`src/hw/pcsb_pkg.sv`:
```
package pcsb_pkg;

  // ==========================================================
  // register offsets (byte addresses inside one feature page)
  localparam logic [11:0] SEL_OFF = 12'h100;
  localparam logic [11:0] WIN_OFF = 12'h220;
  localparam logic [11:0] PRI_OFF = 12'h400;
  localparam logic [11:0] MAP_OFF = 12'h600;

  // ==========================================================
  // selector field positions
  localparam int SEL_IDX_LSB = 0;
  localparam int SEL_IDX_W = 16;
  localparam int SEL_INT_BIT = 16;
  localparam int SEL_RIS_LSB = 24;
  localparam int SEL_RIS_W = 4;

  // ==========================================================
  // window width and priority field positions
  localparam int WIN_FRAC_LSB = 0;
  localparam int WIN_INT_LSB = 8;
  localparam int WIN_W = 24;
  localparam int PRI_INT_LSB = 0;
  localparam int PRI_DS_LSB = 16;
  localparam int PRI_FLD_W = 16;

  // ==========================================================
  // reset values
  localparam logic [31:0] SEL_RST = 32'h0000_0000;
  localparam logic [23:0] WIN_HW_DEFAULT = 24'h00_0100;
  localparam logic [31:0] CFG_RST = 32'h0000_0000;

  // ==========================================================
  // error codes reported to the error status register
  typedef enum logic [3:0] {
    PCSB_ERR_NONE = 4'h0,
    PCSB_ERR_UNEXP_INTERNAL = 4'h1,
    PCSB_ERR_INT_RANGE = 4'h2
  } pcsb_err_e;

  // one register bus request
  typedef struct packed {
    logic valid;
    logic write;
    logic secure;
    logic [11:0] addr;
    logic [31:0] wdata;
  } pcsb_req_s;

  // error report towards the error status register
  typedef struct packed {
    logic valid;
    logic secure;
    pcsb_err_e code;
  } pcsb_err_s;

endpackage

```
`src/hw/pcsb_mem.sv`:
```
`timescale 1ns/1ps
`default_nettype none
// ============================================================
// small synchronous memory, registered read data
module pcsb_mem #(
  parameter int AW = 6,
  parameter int DW = 32
) (
  input wire logic mclk,
  input wire logic we,
  input wire logic [AW-1:0] waddr,
  input wire logic [DW-1:0] wdata,
  input wire logic [AW-1:0] raddr,
  output logic [DW-1:0] rdata
);

  logic [DW-1:0] mem [0:(1<<AW)-1]; // no reset: software configures

  // write port
  always_ff @(posedge mclk) begin
    if (we) begin
      mem[waddr] <= wdata;
    end
  end

  // read port, one cycle latency
  always_ff @(posedge mclk) begin
    rdata <= mem[raddr];
  end

endmodule
`default_nettype wire

```
`src/hw/pcsb_top.sv`:
```
`timescale 1ns/1ps
`default_nettype none
// Overview of operation
// - Window read-only when not writable capability
// - Writable window: per-partition independent width
// - Window absent without bandwidth partitioning: zero
// - Window: int bits 23:8, frac 7:0
// - Separate secure and nonsecure window registers
// - Accesses indexed by instance and partition
// - Narrowing needs internal bit one, else zero
// - Bits 27:24 instance index when supported
// - Internal bit zero without narrowing
// - Internal bit picks request or internal ID
// - Map access with internal set: error
// - Window or priority access, internal clear: range error
// - Errored writes leave settings unchanged
// - Selector bits 15:0 hold partition index
// - Separate secure and nonsecure selectors
// - Priority absent without priority partitioning
// - Priority sets internal and downstream priority
// - Priority: downstream 31:16, internal 15:0
module pcsb_top #(
  parameter bit BW_CAP = 1'b1, // bandwidth_partition_cap
  parameter bit WR_CAP = 1'b1, // window_writable_cap
  parameter bit PRI_CAP = 1'b1, // priority_partition_cap
  parameter bit NRW_CAP = 1'b1, // id_narrowing_cap
  parameter bit RIS_CAP = 1'b1, // instance_select_cap plus extension
  parameter int PW = 4, // implemented partition index bits
  parameter int RW = 1, // implemented instance index bits
  parameter int DSW = 8, // implemented downstream priority bits
  parameter int IPW = 8 // implemented internal priority bits
) (
  input wire logic mclk,
  input wire logic rst,
  input wire pcsb_pkg::pcsb_req_s req,
  output logic rvalid,
  output logic [31:0] rdata,
  output var pcsb_pkg::pcsb_err_s err,
  output logic [PW-1:0] cur_part_s,
  output logic [PW-1:0] cur_part_ns
);

  localparam int AW = 1 + RW + PW; // security, instance, partition

  // ==========================================================
  // selector decode helpers
  function automatic logic [31:0] sel_mask();
    logic [31:0] m;
    m = 32'h0000_0000;
    m[pcsb_pkg::SEL_IDX_LSB +: pcsb_pkg::SEL_IDX_W] = 16'hffff;
    if (NRW_CAP) begin
      m[pcsb_pkg::SEL_INT_BIT] = 1'b1;
    end
    if (RIS_CAP) begin
      m[pcsb_pkg::SEL_RIS_LSB +: pcsb_pkg::SEL_RIS_W] = 4'hf;
    end
    return m;
  endfunction

  // memory index from a selector value and security state
  function automatic logic [AW-1:0] cfg_index(input logic [31:0] sel,
                                             input logic sec);
    logic [RW-1:0] resource_instance_index;
    resource_instance_index = RIS_CAP ? sel[pcsb_pkg::SEL_RIS_LSB +: RW] : '0;
    return {sec, resource_instance_index, sel[pcsb_pkg::SEL_IDX_LSB +: PW]};
  endfunction

  // ==========================================================
  // selectors, one per security state
  logic [31:0] sel_s_r;
  logic [31:0] sel_ns_r;
  logic [31:0] cur_sel; // selector of the requesting state
  logic sel_hit, win_hit, pri_hit, map_hit;
  logic intl;
  logic bad_int, bad_map;
  logic [AW-1:0] idx;

  always_comb begin
    cur_sel = req.secure ? sel_s_r : sel_ns_r;
    sel_hit = 1'b0;
    win_hit = 1'b0;
    pri_hit = 1'b0;
    map_hit = 1'b0;
    // address decode
    if (req.addr == pcsb_pkg::SEL_OFF) begin
      sel_hit = 1'b1;
    end else if (req.addr == pcsb_pkg::WIN_OFF && BW_CAP) begin
      win_hit = 1'b1;
    end else if (req.addr == pcsb_pkg::PRI_OFF && PRI_CAP) begin
      pri_hit = 1'b1;
    end else if (req.addr == pcsb_pkg::MAP_OFF && NRW_CAP) begin
      map_hit = 1'b1;
    end
    intl = cur_sel[pcsb_pkg::SEL_INT_BIT];
    // internal bit checks only when narrowing exists
    bad_map = NRW_CAP && req.valid && map_hit && intl;
    bad_int = NRW_CAP && req.valid && (win_hit || pri_hit)
              && !intl;
    idx = cfg_index(cur_sel, req.secure);
  end

  // selector write; masks reserved bits to zero
  always_ff @(posedge mclk) begin
    if (rst) begin
      sel_s_r <= pcsb_pkg::SEL_RST;
      sel_ns_r <= pcsb_pkg::SEL_RST;
    end else if (req.valid && req.write && sel_hit) begin
      if (req.secure) begin
        sel_s_r <= req.wdata & sel_mask();
      end else begin
        sel_ns_r <= req.wdata & sel_mask();
      end
    end
  end

  // ==========================================================
  // window width storage; written only when writable, no error
  logic win_we, pri_we;
  logic [31:0] win_q, pri_q;
  logic [31:0] win_wd, pri_wd;

  always_comb begin
    win_we = WR_CAP && req.valid && req.write && win_hit
             && !bad_int;
    pri_we = req.valid && req.write && pri_hit && !bad_int;
    win_wd = {8'h00, req.wdata[pcsb_pkg::WIN_FRAC_LSB +:
                                pcsb_pkg::WIN_W]};
    pri_wd = 32'h0000_0000;
    pri_wd[pcsb_pkg::PRI_DS_LSB +: DSW] =
      req.wdata[pcsb_pkg::PRI_DS_LSB +: DSW];
    pri_wd[pcsb_pkg::PRI_INT_LSB +: IPW] =
      req.wdata[pcsb_pkg::PRI_INT_LSB +: IPW];
  end

  // per-partition windows; selector write already seen next cycle
  pcsb_mem #(.AW(AW), .DW(32)) u_win (
    .mclk(mclk),
    .we(win_we),
    .waddr(idx),
    .wdata(win_wd),
    .raddr(idx),
    .rdata(win_q)
  );

  pcsb_mem #(.AW(AW), .DW(32)) u_pri (
    .mclk(mclk),
    .we(pri_we),
    .waddr(idx),
    .wdata(pri_wd),
    .raddr(idx),
    .rdata(pri_q)
  );

  // valid bits so unwritten entries read a defined value
  logic [(1<<AW)-1:0] win_set_r;
  logic [(1<<AW)-1:0] pri_set_r;

  always_ff @(posedge mclk) begin
    if (rst) begin
      win_set_r <= '0;
      pri_set_r <= '0;
    end else begin
      if (win_we) begin
        win_set_r[idx] <= 1'b1;
      end
      if (pri_we) begin
        pri_set_r[idx] <= 1'b1;
      end
    end
  end

  // ==========================================================
  // read return, two cycles after the request
  typedef enum {PCSB_RD_NONE, PCSB_RD_SEL, PCSB_RD_WIN, PCSB_RD_PRI,
                PCSB_RD_ZERO} pcsb_rd_e;
  pcsb_rd_e rd_kind_r;
  logic rd_pend_r;
  logic win_ok_r, pri_ok_r;
  logic [31:0] sel_cap_r;

  always_ff @(posedge mclk) begin
    if (rst) begin
      rd_kind_r <= PCSB_RD_NONE;
      rd_pend_r <= 1'b0;
      win_ok_r <= 1'b0;
      pri_ok_r <= 1'b0;
      sel_cap_r <= 32'h0000_0000;
    end else begin
      rd_pend_r <= req.valid && !req.write;
      win_ok_r <= win_set_r[idx];
      pri_ok_r <= pri_set_r[idx];
      sel_cap_r <= cur_sel;
      if (!(req.valid && !req.write)) begin
        rd_kind_r <= PCSB_RD_NONE;
      end else if (sel_hit) begin
        rd_kind_r <= PCSB_RD_SEL;
      end else if (win_hit && !bad_int) begin
        rd_kind_r <= PCSB_RD_WIN;
      end else if (pri_hit && !bad_int) begin
        rd_kind_r <= PCSB_RD_PRI;
      end else begin
        rd_kind_r <= PCSB_RD_ZERO; // unmapped, absent, errored, map
      end
    end
  end

  // output registers
  always_ff @(posedge mclk) begin
    if (rst) begin
      rvalid <= 1'b0;
      rdata <= pcsb_pkg::CFG_RST;
    end else begin
      rvalid <= rd_pend_r;
      case (rd_kind_r)
        PCSB_RD_SEL: rdata <= sel_cap_r;
        PCSB_RD_WIN: begin
          // hardware width unless software wrote this entry
          if (WR_CAP && win_ok_r) begin
            rdata <= win_q;
          end else begin
            rdata <= {8'h00, pcsb_pkg::WIN_HW_DEFAULT};
          end
        end
        PCSB_RD_PRI: rdata <= pri_ok_r ? pri_q : pcsb_pkg::CFG_RST;
        default: rdata <= 32'h0000_0000;
      endcase
    end
  end

  // error report, one cycle pulse
  always_ff @(posedge mclk) begin
    if (rst) begin
      err <= '0;
    end else begin
      err.valid <= bad_map || bad_int;
      err.secure <= req.secure;
      if (bad_map) begin
        err.code <= pcsb_pkg::PCSB_ERR_UNEXP_INTERNAL;
      end else if (bad_int) begin
        err.code <= pcsb_pkg::PCSB_ERR_INT_RANGE;
      end else begin
        err.code <= pcsb_pkg::PCSB_ERR_NONE;
      end
    end
  end

  // current partition selection exported
  always_ff @(posedge mclk) begin
    if (rst) begin
      cur_part_s <= '0;
      cur_part_ns <= '0;
    end else begin
      cur_part_s <= sel_s_r[PW-1:0];
      cur_part_ns <= sel_ns_r[PW-1:0];
    end
  end

  // ==========================================================
  // checks
  // neither selector ever stores a reserved bit
  a_sel_reserved: assert property (
    @(posedge mclk) disable iff (rst)
    ((sel_s_r | sel_ns_r) & ~sel_mask()) == 32'h0)
    else $error("selector reserved bit set");
  // a read-only window always answers the hardware width
  a_win_ro: assert property (
    @(posedge mclk) disable iff (rst)
    rvalid && $past(rd_kind_r) == PCSB_RD_WIN && !WR_CAP
    |-> rdata == {8'h00, pcsb_pkg::WIN_HW_DEFAULT})
    else $error("read-only window not hardware width");
  // an errored write leaves the written-entry marks alone
  a_err_nowr: assert property (
    @(posedge mclk) disable iff (rst)
    bad_int && req.write |=> $stable(win_set_r) && $stable(pri_set_r))
    else $error("errored access wrote settings");
  a_err_code: assert property (
    @(posedge mclk) disable iff (rst)
    bad_int && !bad_map |=> err.valid &&
    err.code == pcsb_pkg::PCSB_ERR_INT_RANGE)
    else $error("range error not reported");
  a_map_err: assert property (
    @(posedge mclk) disable iff (rst)
    bad_map |=> err.code == pcsb_pkg::PCSB_ERR_UNEXP_INTERNAL)
    else $error("map error not reported");
  // read answer lands exactly two edges after the request
  a_rd_lat: assert property (
    @(posedge mclk) disable iff (rst)
    req.valid && !req.write |-> ##2 rvalid)
    else $error("read answer late");
  a_win_rsvd: assert property (
    @(posedge mclk) disable iff (rst)
    rvalid && $past(rd_kind_r) == PCSB_RD_WIN |-> rdata[31:24] == 8'h0)
    else $error("window reserved bits nonzero");
  // only a build without bandwidth partitioning reaches this one
  a_absent_zero: assert property (
    @(posedge mclk) disable iff (rst)
    req.valid && !req.write && req.addr == pcsb_pkg::WIN_OFF && !BW_CAP
    |-> ##2 rdata == 32'h0)
    else $error("absent window not zero");
  // main scenarios
  c_sel_wr: cover property (@(posedge mclk) req.valid && req.write
    && sel_hit);
  c_win_wr: cover property (@(posedge mclk) win_we);
  c_range_err: cover property (@(posedge mclk) bad_int);
  c_map_err: cover property (@(posedge mclk) bad_map);

endmodule
`default_nettype wire

```
`config.mk`:
```
export PLATFORM = sky130hd
export DESIGN_NAME = pcsb_top
export DESIGN_NICKNAME = d
export VERILOG_FILES = /design/src/hw/pcsb_pkg.sv /design/src/hw/pcsb_mem.sv /design/src/hw/pcsb_top.sv
export SDC_FILE = /design/constraint.sdc
export NUM_CORES = 2
export LEC_CHECK = 0
export ABC_CLOCK_PERIOD_IN_PS = 9800
export BUFFER_PORTS_ARGS = -buffer_cell sky130_fd_sc_hd__clkbuf_2
export CAP_MARGIN = 25
export CORE_ASPECT_RATIO = 1.25
export CORE_MARGIN = 10
export CORE_UTILIZATION = 40
export DETAILED_ROUTE_END_ITERATION = 10
export SYNTH_ARGS = -nofsm -noshare
export SYNTH_HDL_FRONTEND = slang
export SYNTH_HIERARCHICAL = 1
export SYNTH_SLANG_ARGS = --single-unit
```
`constraint.sdc`:
```
create_clock -name mclk -period 9.8 [get_ports mclk]
set_input_delay 1.96 -clock mclk [delete_from_list [all_inputs] [get_ports mclk]]
set_output_delay 1.96 -clock mclk [all_outputs]
set_load 0.01 [all_outputs]
```
### Word-level counts from Yosys, hierarchy flattened

Memories as Yosys holds them, arrays and structs flattened. A register that Yosys moved wholly into a read port is not among the register bits.
Cells that the tools add are included.

| cells by class | value |
|---|---|
| shift operators | 0 |
| order comparisons | 2 |
| divide/modulo/power cells | 0 |
| add/sub/neg operators | 0 |
| mux-type cells | 29 |
| $mul | 0 |
| bitwise gates (word level) | 4 |
| equal/unequal tests | 7 |
| reductions and logical operators | 25 |

Operators by type and width:

| kind | number |
|---|---|
| bitwise OR 64 bit | 2 |
| one-hot mux 32 bit (3 select lines) | 1 |
| 2-to-1 mux 32 bit | 2 |
| 2-to-1 mux 28 bit | 1 |
| == test 12 x 11 -> 1 bit, second input constant | 2 |
| 2-to-1 mux 1 bit | 19 |
| logical AND 1 bit | 14 |
| binary-select mux 1 bit (select 6 bit) | 2 |
| == test 12 x 10 -> 1 bit, second input constant | 1 |
| == test 12 x 9 -> 1 bit, second input constant | 1 |
| less-than comparator 6 x 7 -> 1 bit, second input constant | 1 |
| demux 1 bit (select 6 bit) | 1 |
| == test 3 x 2 -> 1 bit, second input constant | 2 |
| greater-or-equal comparator 6 x 1 -> 1 bit, second input constant | 1 |
| 2-to-1 mux 2 bit | 2 |
| AND reduction 2 bit | 2 |
| OR reduction 2 bit | 2 |
| OR reduction 4 bit | 1 |
| == test 3 x 1 -> 1 bit, second input constant | 1 |
| logical NOT 1 bit | 3 |
| 2-to-1 mux 3 bit | 1 |
| OR reduction 3 bit | 1 |
| logical OR 1 bit | 2 |
| NOT 1 bit | 2 |

| word-level totals | value |
|---|---|
| logic and storage cells | 90 |
| register bits | 317 |
| latch bits | 0 |
| ROM bits | 0 |
| bits of input ports | 49 |
| RAM bits | 2560 |
| memories kept | 2 |
| output and inout bits | 47 |

Memories:

| memory | depth | width | rd ports | clocked after Yosys merged registers in | wr ports | line | source |
|---|---|---|---|---|---|---|---|
| u_win.mem | 64 | 24 | 1 | 1 | 1 | pcsb_mem.sv:17 | `logic [DW-1:0] mem [0:(1<<AW)-1];` |
| u_pri.mem | 64 | 16 | 1 | 1 | 1 | pcsb_mem.sv:17 |  |

### Logic depth before layout (Yosys ltp)

| logic depth | value |
|---|---|
| depth after elaboration | 12 |
| depth in mapped cells | 15 |
| depth with buffers taken out | 8 |

### Hierarchy

The synthesis kept the hierarchy.

Modules (own cells, without submodules):

| module | instances | cells each | area each (µm²) | sequential area each (µm²) |
|---|---|---|---|---|
| pcsb_mem | 2 | 3324 | 78515.3 | 62139.6 |
| pcsb_top | 1 | 1008 | 9372.7 | 4844.6 |

### Least setup slack after synthesis

OpenSTA, ideal clock, no wires.

| timing path | value |
|---|---|
| kind | input -> register |
| start | input req[44] (netlist bit) |
| end | memory u_pri/mem[48][0] (netlist bit), enable pin |
| path buffers | 4 |
| setup slack | 3.419 ns |
| setup time | 0.461 ns |
| arrival | 5.920 ns |
| data required time | 9.339 ns |
| stages on the path | 9 |
| cell sequence | buf_2 -> buf_2 -> mux2i_1 -> inv_2 -> clkbuf_1 -> clkbuf_1 -> nor2b_1 -> nand4b_1 -> nor3_1 |

| between the ends | value |
|---|---|
| elaborated cells on any way between the ends | 7 |
| those cells by class | mux (3); reduce/logical (4) |

RTL lines:

| item | line | source |
|---|---|---|
| start: declaration | pcsb_top.sv:35 | `input wire pcsb_pkg::pcsb_req_s req,` |
| 2-to-1 mux 28 bit | pcsb_top.sv:79 | `cur_sel = req.secure ? sel_s_r : sel_ns_r;` |
| via cur_sel[3] | pcsb_top.sv:72 | `logic [31:0] cur_sel;` |
| end: declaration | pcsb_mem.sv:17 |  |

The timed path passes the listed nets, and every way through them passes these cells.

### Worst setup path after layout

| timing path | value |
|---|---|
| start | input req[44] (netlist bit) |
| end | memory u_win/mem[43][27] (netlist bit), enable pin |

| between the ends | value |
|---|---|
| word-level cells in the longest chain between the ends | 7 |

Ends and longest elaborated chain:

| item | line | source |
|---|---|---|
| 2-to-1 mux 28 bit | pcsb_top.sv:79 |  |
| logical NOT 1 bit | pcsb_top.sv:98 | `&& !intl;` |
| logical AND 1 bit | pcsb_top.sv:98 |  |
| logical NOT 1 bit | pcsb_top.sv:124 | `&& !bad_int;` |
| logical AND 1 bit | pcsb_top.sv:124 |  |
| 2-to-1 mux 1 bit | pcsb_mem.sv:21 | `if (we) begin` |
| 2-to-1 mux 1 bit (implied by the code) | pcsb_mem.sv:22 | `mem[waddr] <= wdata;` |
| end: declaration | pcsb_mem.sv:17 |  |

Several ways; a longest one is shown, not always the timed one.

==> flow_summary.ini <==
[final_layout]
multi_input_area_sq_um = 41800
layout-drive-gt1-share = 0.222
fillers = 34100
regArea_sq_um = 129000
fin_nets = 9554
final_util = 0.469
syn_to_final_growth_pct = 16.6

[grt]
antenna_found_initial = 18
overflow = 0
track_usage = 0.187
grt_pass1_wl_mm = 604
grt_pass1_vias = 84700
grt_max_degree = 144

[worst_setup_path]
critPathRequiredTime_ns = 10.38
r2r_cells = 7
critical_path_class = in2reg
critPathMaxFanout = 63
cp.arrival_ns = 6.92
cp-startpoint = req[44]
rr_endpoint = u_win/mem[46][24]
end_kind = register
cp.buffers_inverters = 6
start_kind = input pin
reg2reg_slack_ns = 5.09
reg2reg_from = sel_s_r[16]
crit_chain = buf_4, buf_4, mux2i_4, buf_4, inv_8, buf_4, nor2b_1, nand3_1, nor2_4, buf_4
path_depth = 10
path_common_cell = buf_4
crit_path_top_delay_cell = nor2_4
critPathMaxStageDelay_ns = 1.03
critPathTopFamily = buffers and inverters

[clock_network]
cts.sinks = 4402
root_buffer = clkbuf_16
hold_buffers = 0
path_clk_slew_ns = 0.07
cts_htree_levels = 5
tritoncts = yes
cts_buffers = 402
cts_setup_buffers = 0
cts_buffer_depth = 4
clkLatencyLatePin_ns = 0.93
cts_resized = 0

[detailed_routing]
drt_iter0_markers = 8738
finalWirelength_mm = 421
firstDrtPassIters = 8
wl_met1_mm = 163
routed-wl-met2_mm = 213
vias_per_cell = 5.34
postRouteAntennaNets = 0
dr_total_vias = 81700
drc_errors = 0
routedWlPerCell_um = 27.5
met3_length_mm = 29.0
routed.top_layer = met5

[placed_design]
port_buffers = 89
place.gp.congestion = 0.815
dp_hpwl_mm = 241
dp_slack_ns = 2.55

[timing]
max_freq_mhz = 158
timing.final.ws_setup_ns = 3.46
fin_worst_skew_ns = 0.0276
tns_ns = 0
post-route-min-period_ns = 6.34
hold_violations = 0
worst_pin_slew_ns = 1.18
rsz0062_at_grt = false
finalSetupViolations = 0
slew-limit-headroom = 0.210
drv_slew = 0
min_period_over_period = 0.647

[status]
status = finished clean

[die]
die_h_um = 741
dieArea_sq_um = 442000
die_w_um = 597
num_io_pins = 96
row_count = 264
core_sq_um = 414000
initial_core_util = 0.402

[worst_hold_path]
hold_depth = 1
hold_start = rd_pend_r
min_to = rvalid
hold_path.class = reg2reg

[yosys]
yosysTopAreaCell = edfxtp_1
synth.distinct_cells = 67
ys_ff_latch = 4402
synth_enable_flop_cells = 4096
synth.avg_cell_area_sq_um = 21.7
ys.flop_type = edfxtp_1
synth_cells = 7656
synthDominantCellAreaShare = 0.739
synth_area_sq_um = 166000
yosysWarnings = 6
async_reset_ff_frac = 0
ys_seq_area_frac = 0.776
netlist_top_cells_area = edfxtp_1, mux4_2, dfxtp_1

[power_and_ir_drop]
ir_worst_vdd_mv = 0.154
total_power_mw = 36.7
power_density_nw_per_um2 = 189
p_leak_nw = 61.0

[job]
cap_violations = 0
-- cell type report --
type,instances,share of cell area
multi-input cells,4308,0.215
clock inverters,217,0.0117
flip-flops and latches,4402,0.666
clock buffers,519,0.0562
repair buffers,361,0.0152
diodes,8,0.000103
inverters,30,0.000735
well taps,5453,0.0352
-- worst register-to-register path, cell delays in order, from the launching register on --
cell	delay, ns
dfxtp_1	0.33
mux2i_1	0.23
nand4b_1	0.75
inv_1	0.45
nor2b_1	0.31
nand3_1	0.73
nor2_4	1.13
buf_4	0.45
-- routing by layer --
layer / GRT usage / up-vias
li1: - / 34300
met1: 0.243 / 43700
met5: 0 / -
met3: 0.0306 / 672
met4: 0.0620 / 8
met2: 0.320 / 3104
-- flip-flops by register name, indices dropped and copies added (netlist names) --
register and count:
u_win/rdata 32, pri_set_r 64, pri_ok_r 1, rdata 32, u_pri/mem 2048, rvalid 1
u_pri/rdata 32, u_win/mem 2048, sel_cap_r 21, rd_kind_r 3, err 4, cur_part_s 4
cur_part_ns 4, win_ok_r 1, win_set_r 64, sel_s_r 21, rd_pend_r 1, sel_ns_r 21
-- cells by family after synthesis --
group,Yosys count,share of synthesized area
DFF,4402,0.776
buffers and inverters,483,0.0137
and+or+nand+nor,760,0.0202
AOI/OAI and AO/OA,639,0.0256
other,1,0.0000225
muxes,1371,0.165
-- per-stage QoR --
step	cells	cell area, sq um	hold WS, ns
floorplan	9193	172000	0.414
global placement	14500	181000	0.445
detailed placement	14500	181000	0.455
CTS	15300	194000	0.470
global route	15300	194000	0.488
finish	15300	194000	0.467
-- power by group --
group	internal [mW]	switching, mW
Clock	9.03	6.76
Sequential	20.5	0.0191
Combinational	0.0427	0.350
Total	29.6	7.13
-- cell usage after synthesis, types with 5 or more instances --
master / n
mux4_2: 1090
nand4b_1: 5
o32ai_1: 8
nand4_1: 5
buf_2: 130
o21ai_0: 8
a222oi_1: 20
o22ai_1: 193
or3b_2: 6
or2_2: 5
nand3_1: 15
inv_1: 26
nor2_1: 502
nor2b_1: 40
edfxtp_1: 4096
o221ai_1: 59
and3_1: 11
and2_1: 5
buf_1: 43
a311oi_1: 16
or3_1: 11
nand2b_1: 21
a221oi_1: 15
a21oi_1: 161
buf_4: 57
a22oi_1: 40
buf_6: 12
clkbuf_1: 211
nor3_1: 18
mux2i_1: 278
a221o_1: 6
nand2_1: 81
a41o_1: 8
a31oi_1: 81
nand3b_1: 10
dfxtp_1: 306
-- cell usage in the layout, fill, tap and decap left out, types with 71 or more instances in the layout --
cell type,synthesis,final
a21oi_1,161,161
a31oi_1,81,81
buf_4,57,257
clkbuf_1,211,91
clkbuf_16,0,415
clkbuf_2,0,71
clkinv_1,0,73
conb_1,1,1538
dfxtp_1,306,306
edfxtp_1,4096,4096
mux2i_1,278,277
mux4_2,1090,1090
nand2_1,81,80
nor2_1,502,376
nor2_4,0,124
o22ai_1,193,193
-- how the worst max path moves through the flow --
stage                             end  slack [ns]
global route        u_win/mem[35][25]        3.45
finish              u_win/mem[43][27]        3.46
detailed placement    u_win/mem[3][4]        2.55
floorplan            u_pri/mem[48][0]        3.42
global placement     u_win/mem[3][20]        2.62
CTS                  u_win/mem[3][23]        3.55
(Power assumes the default switching activity.)
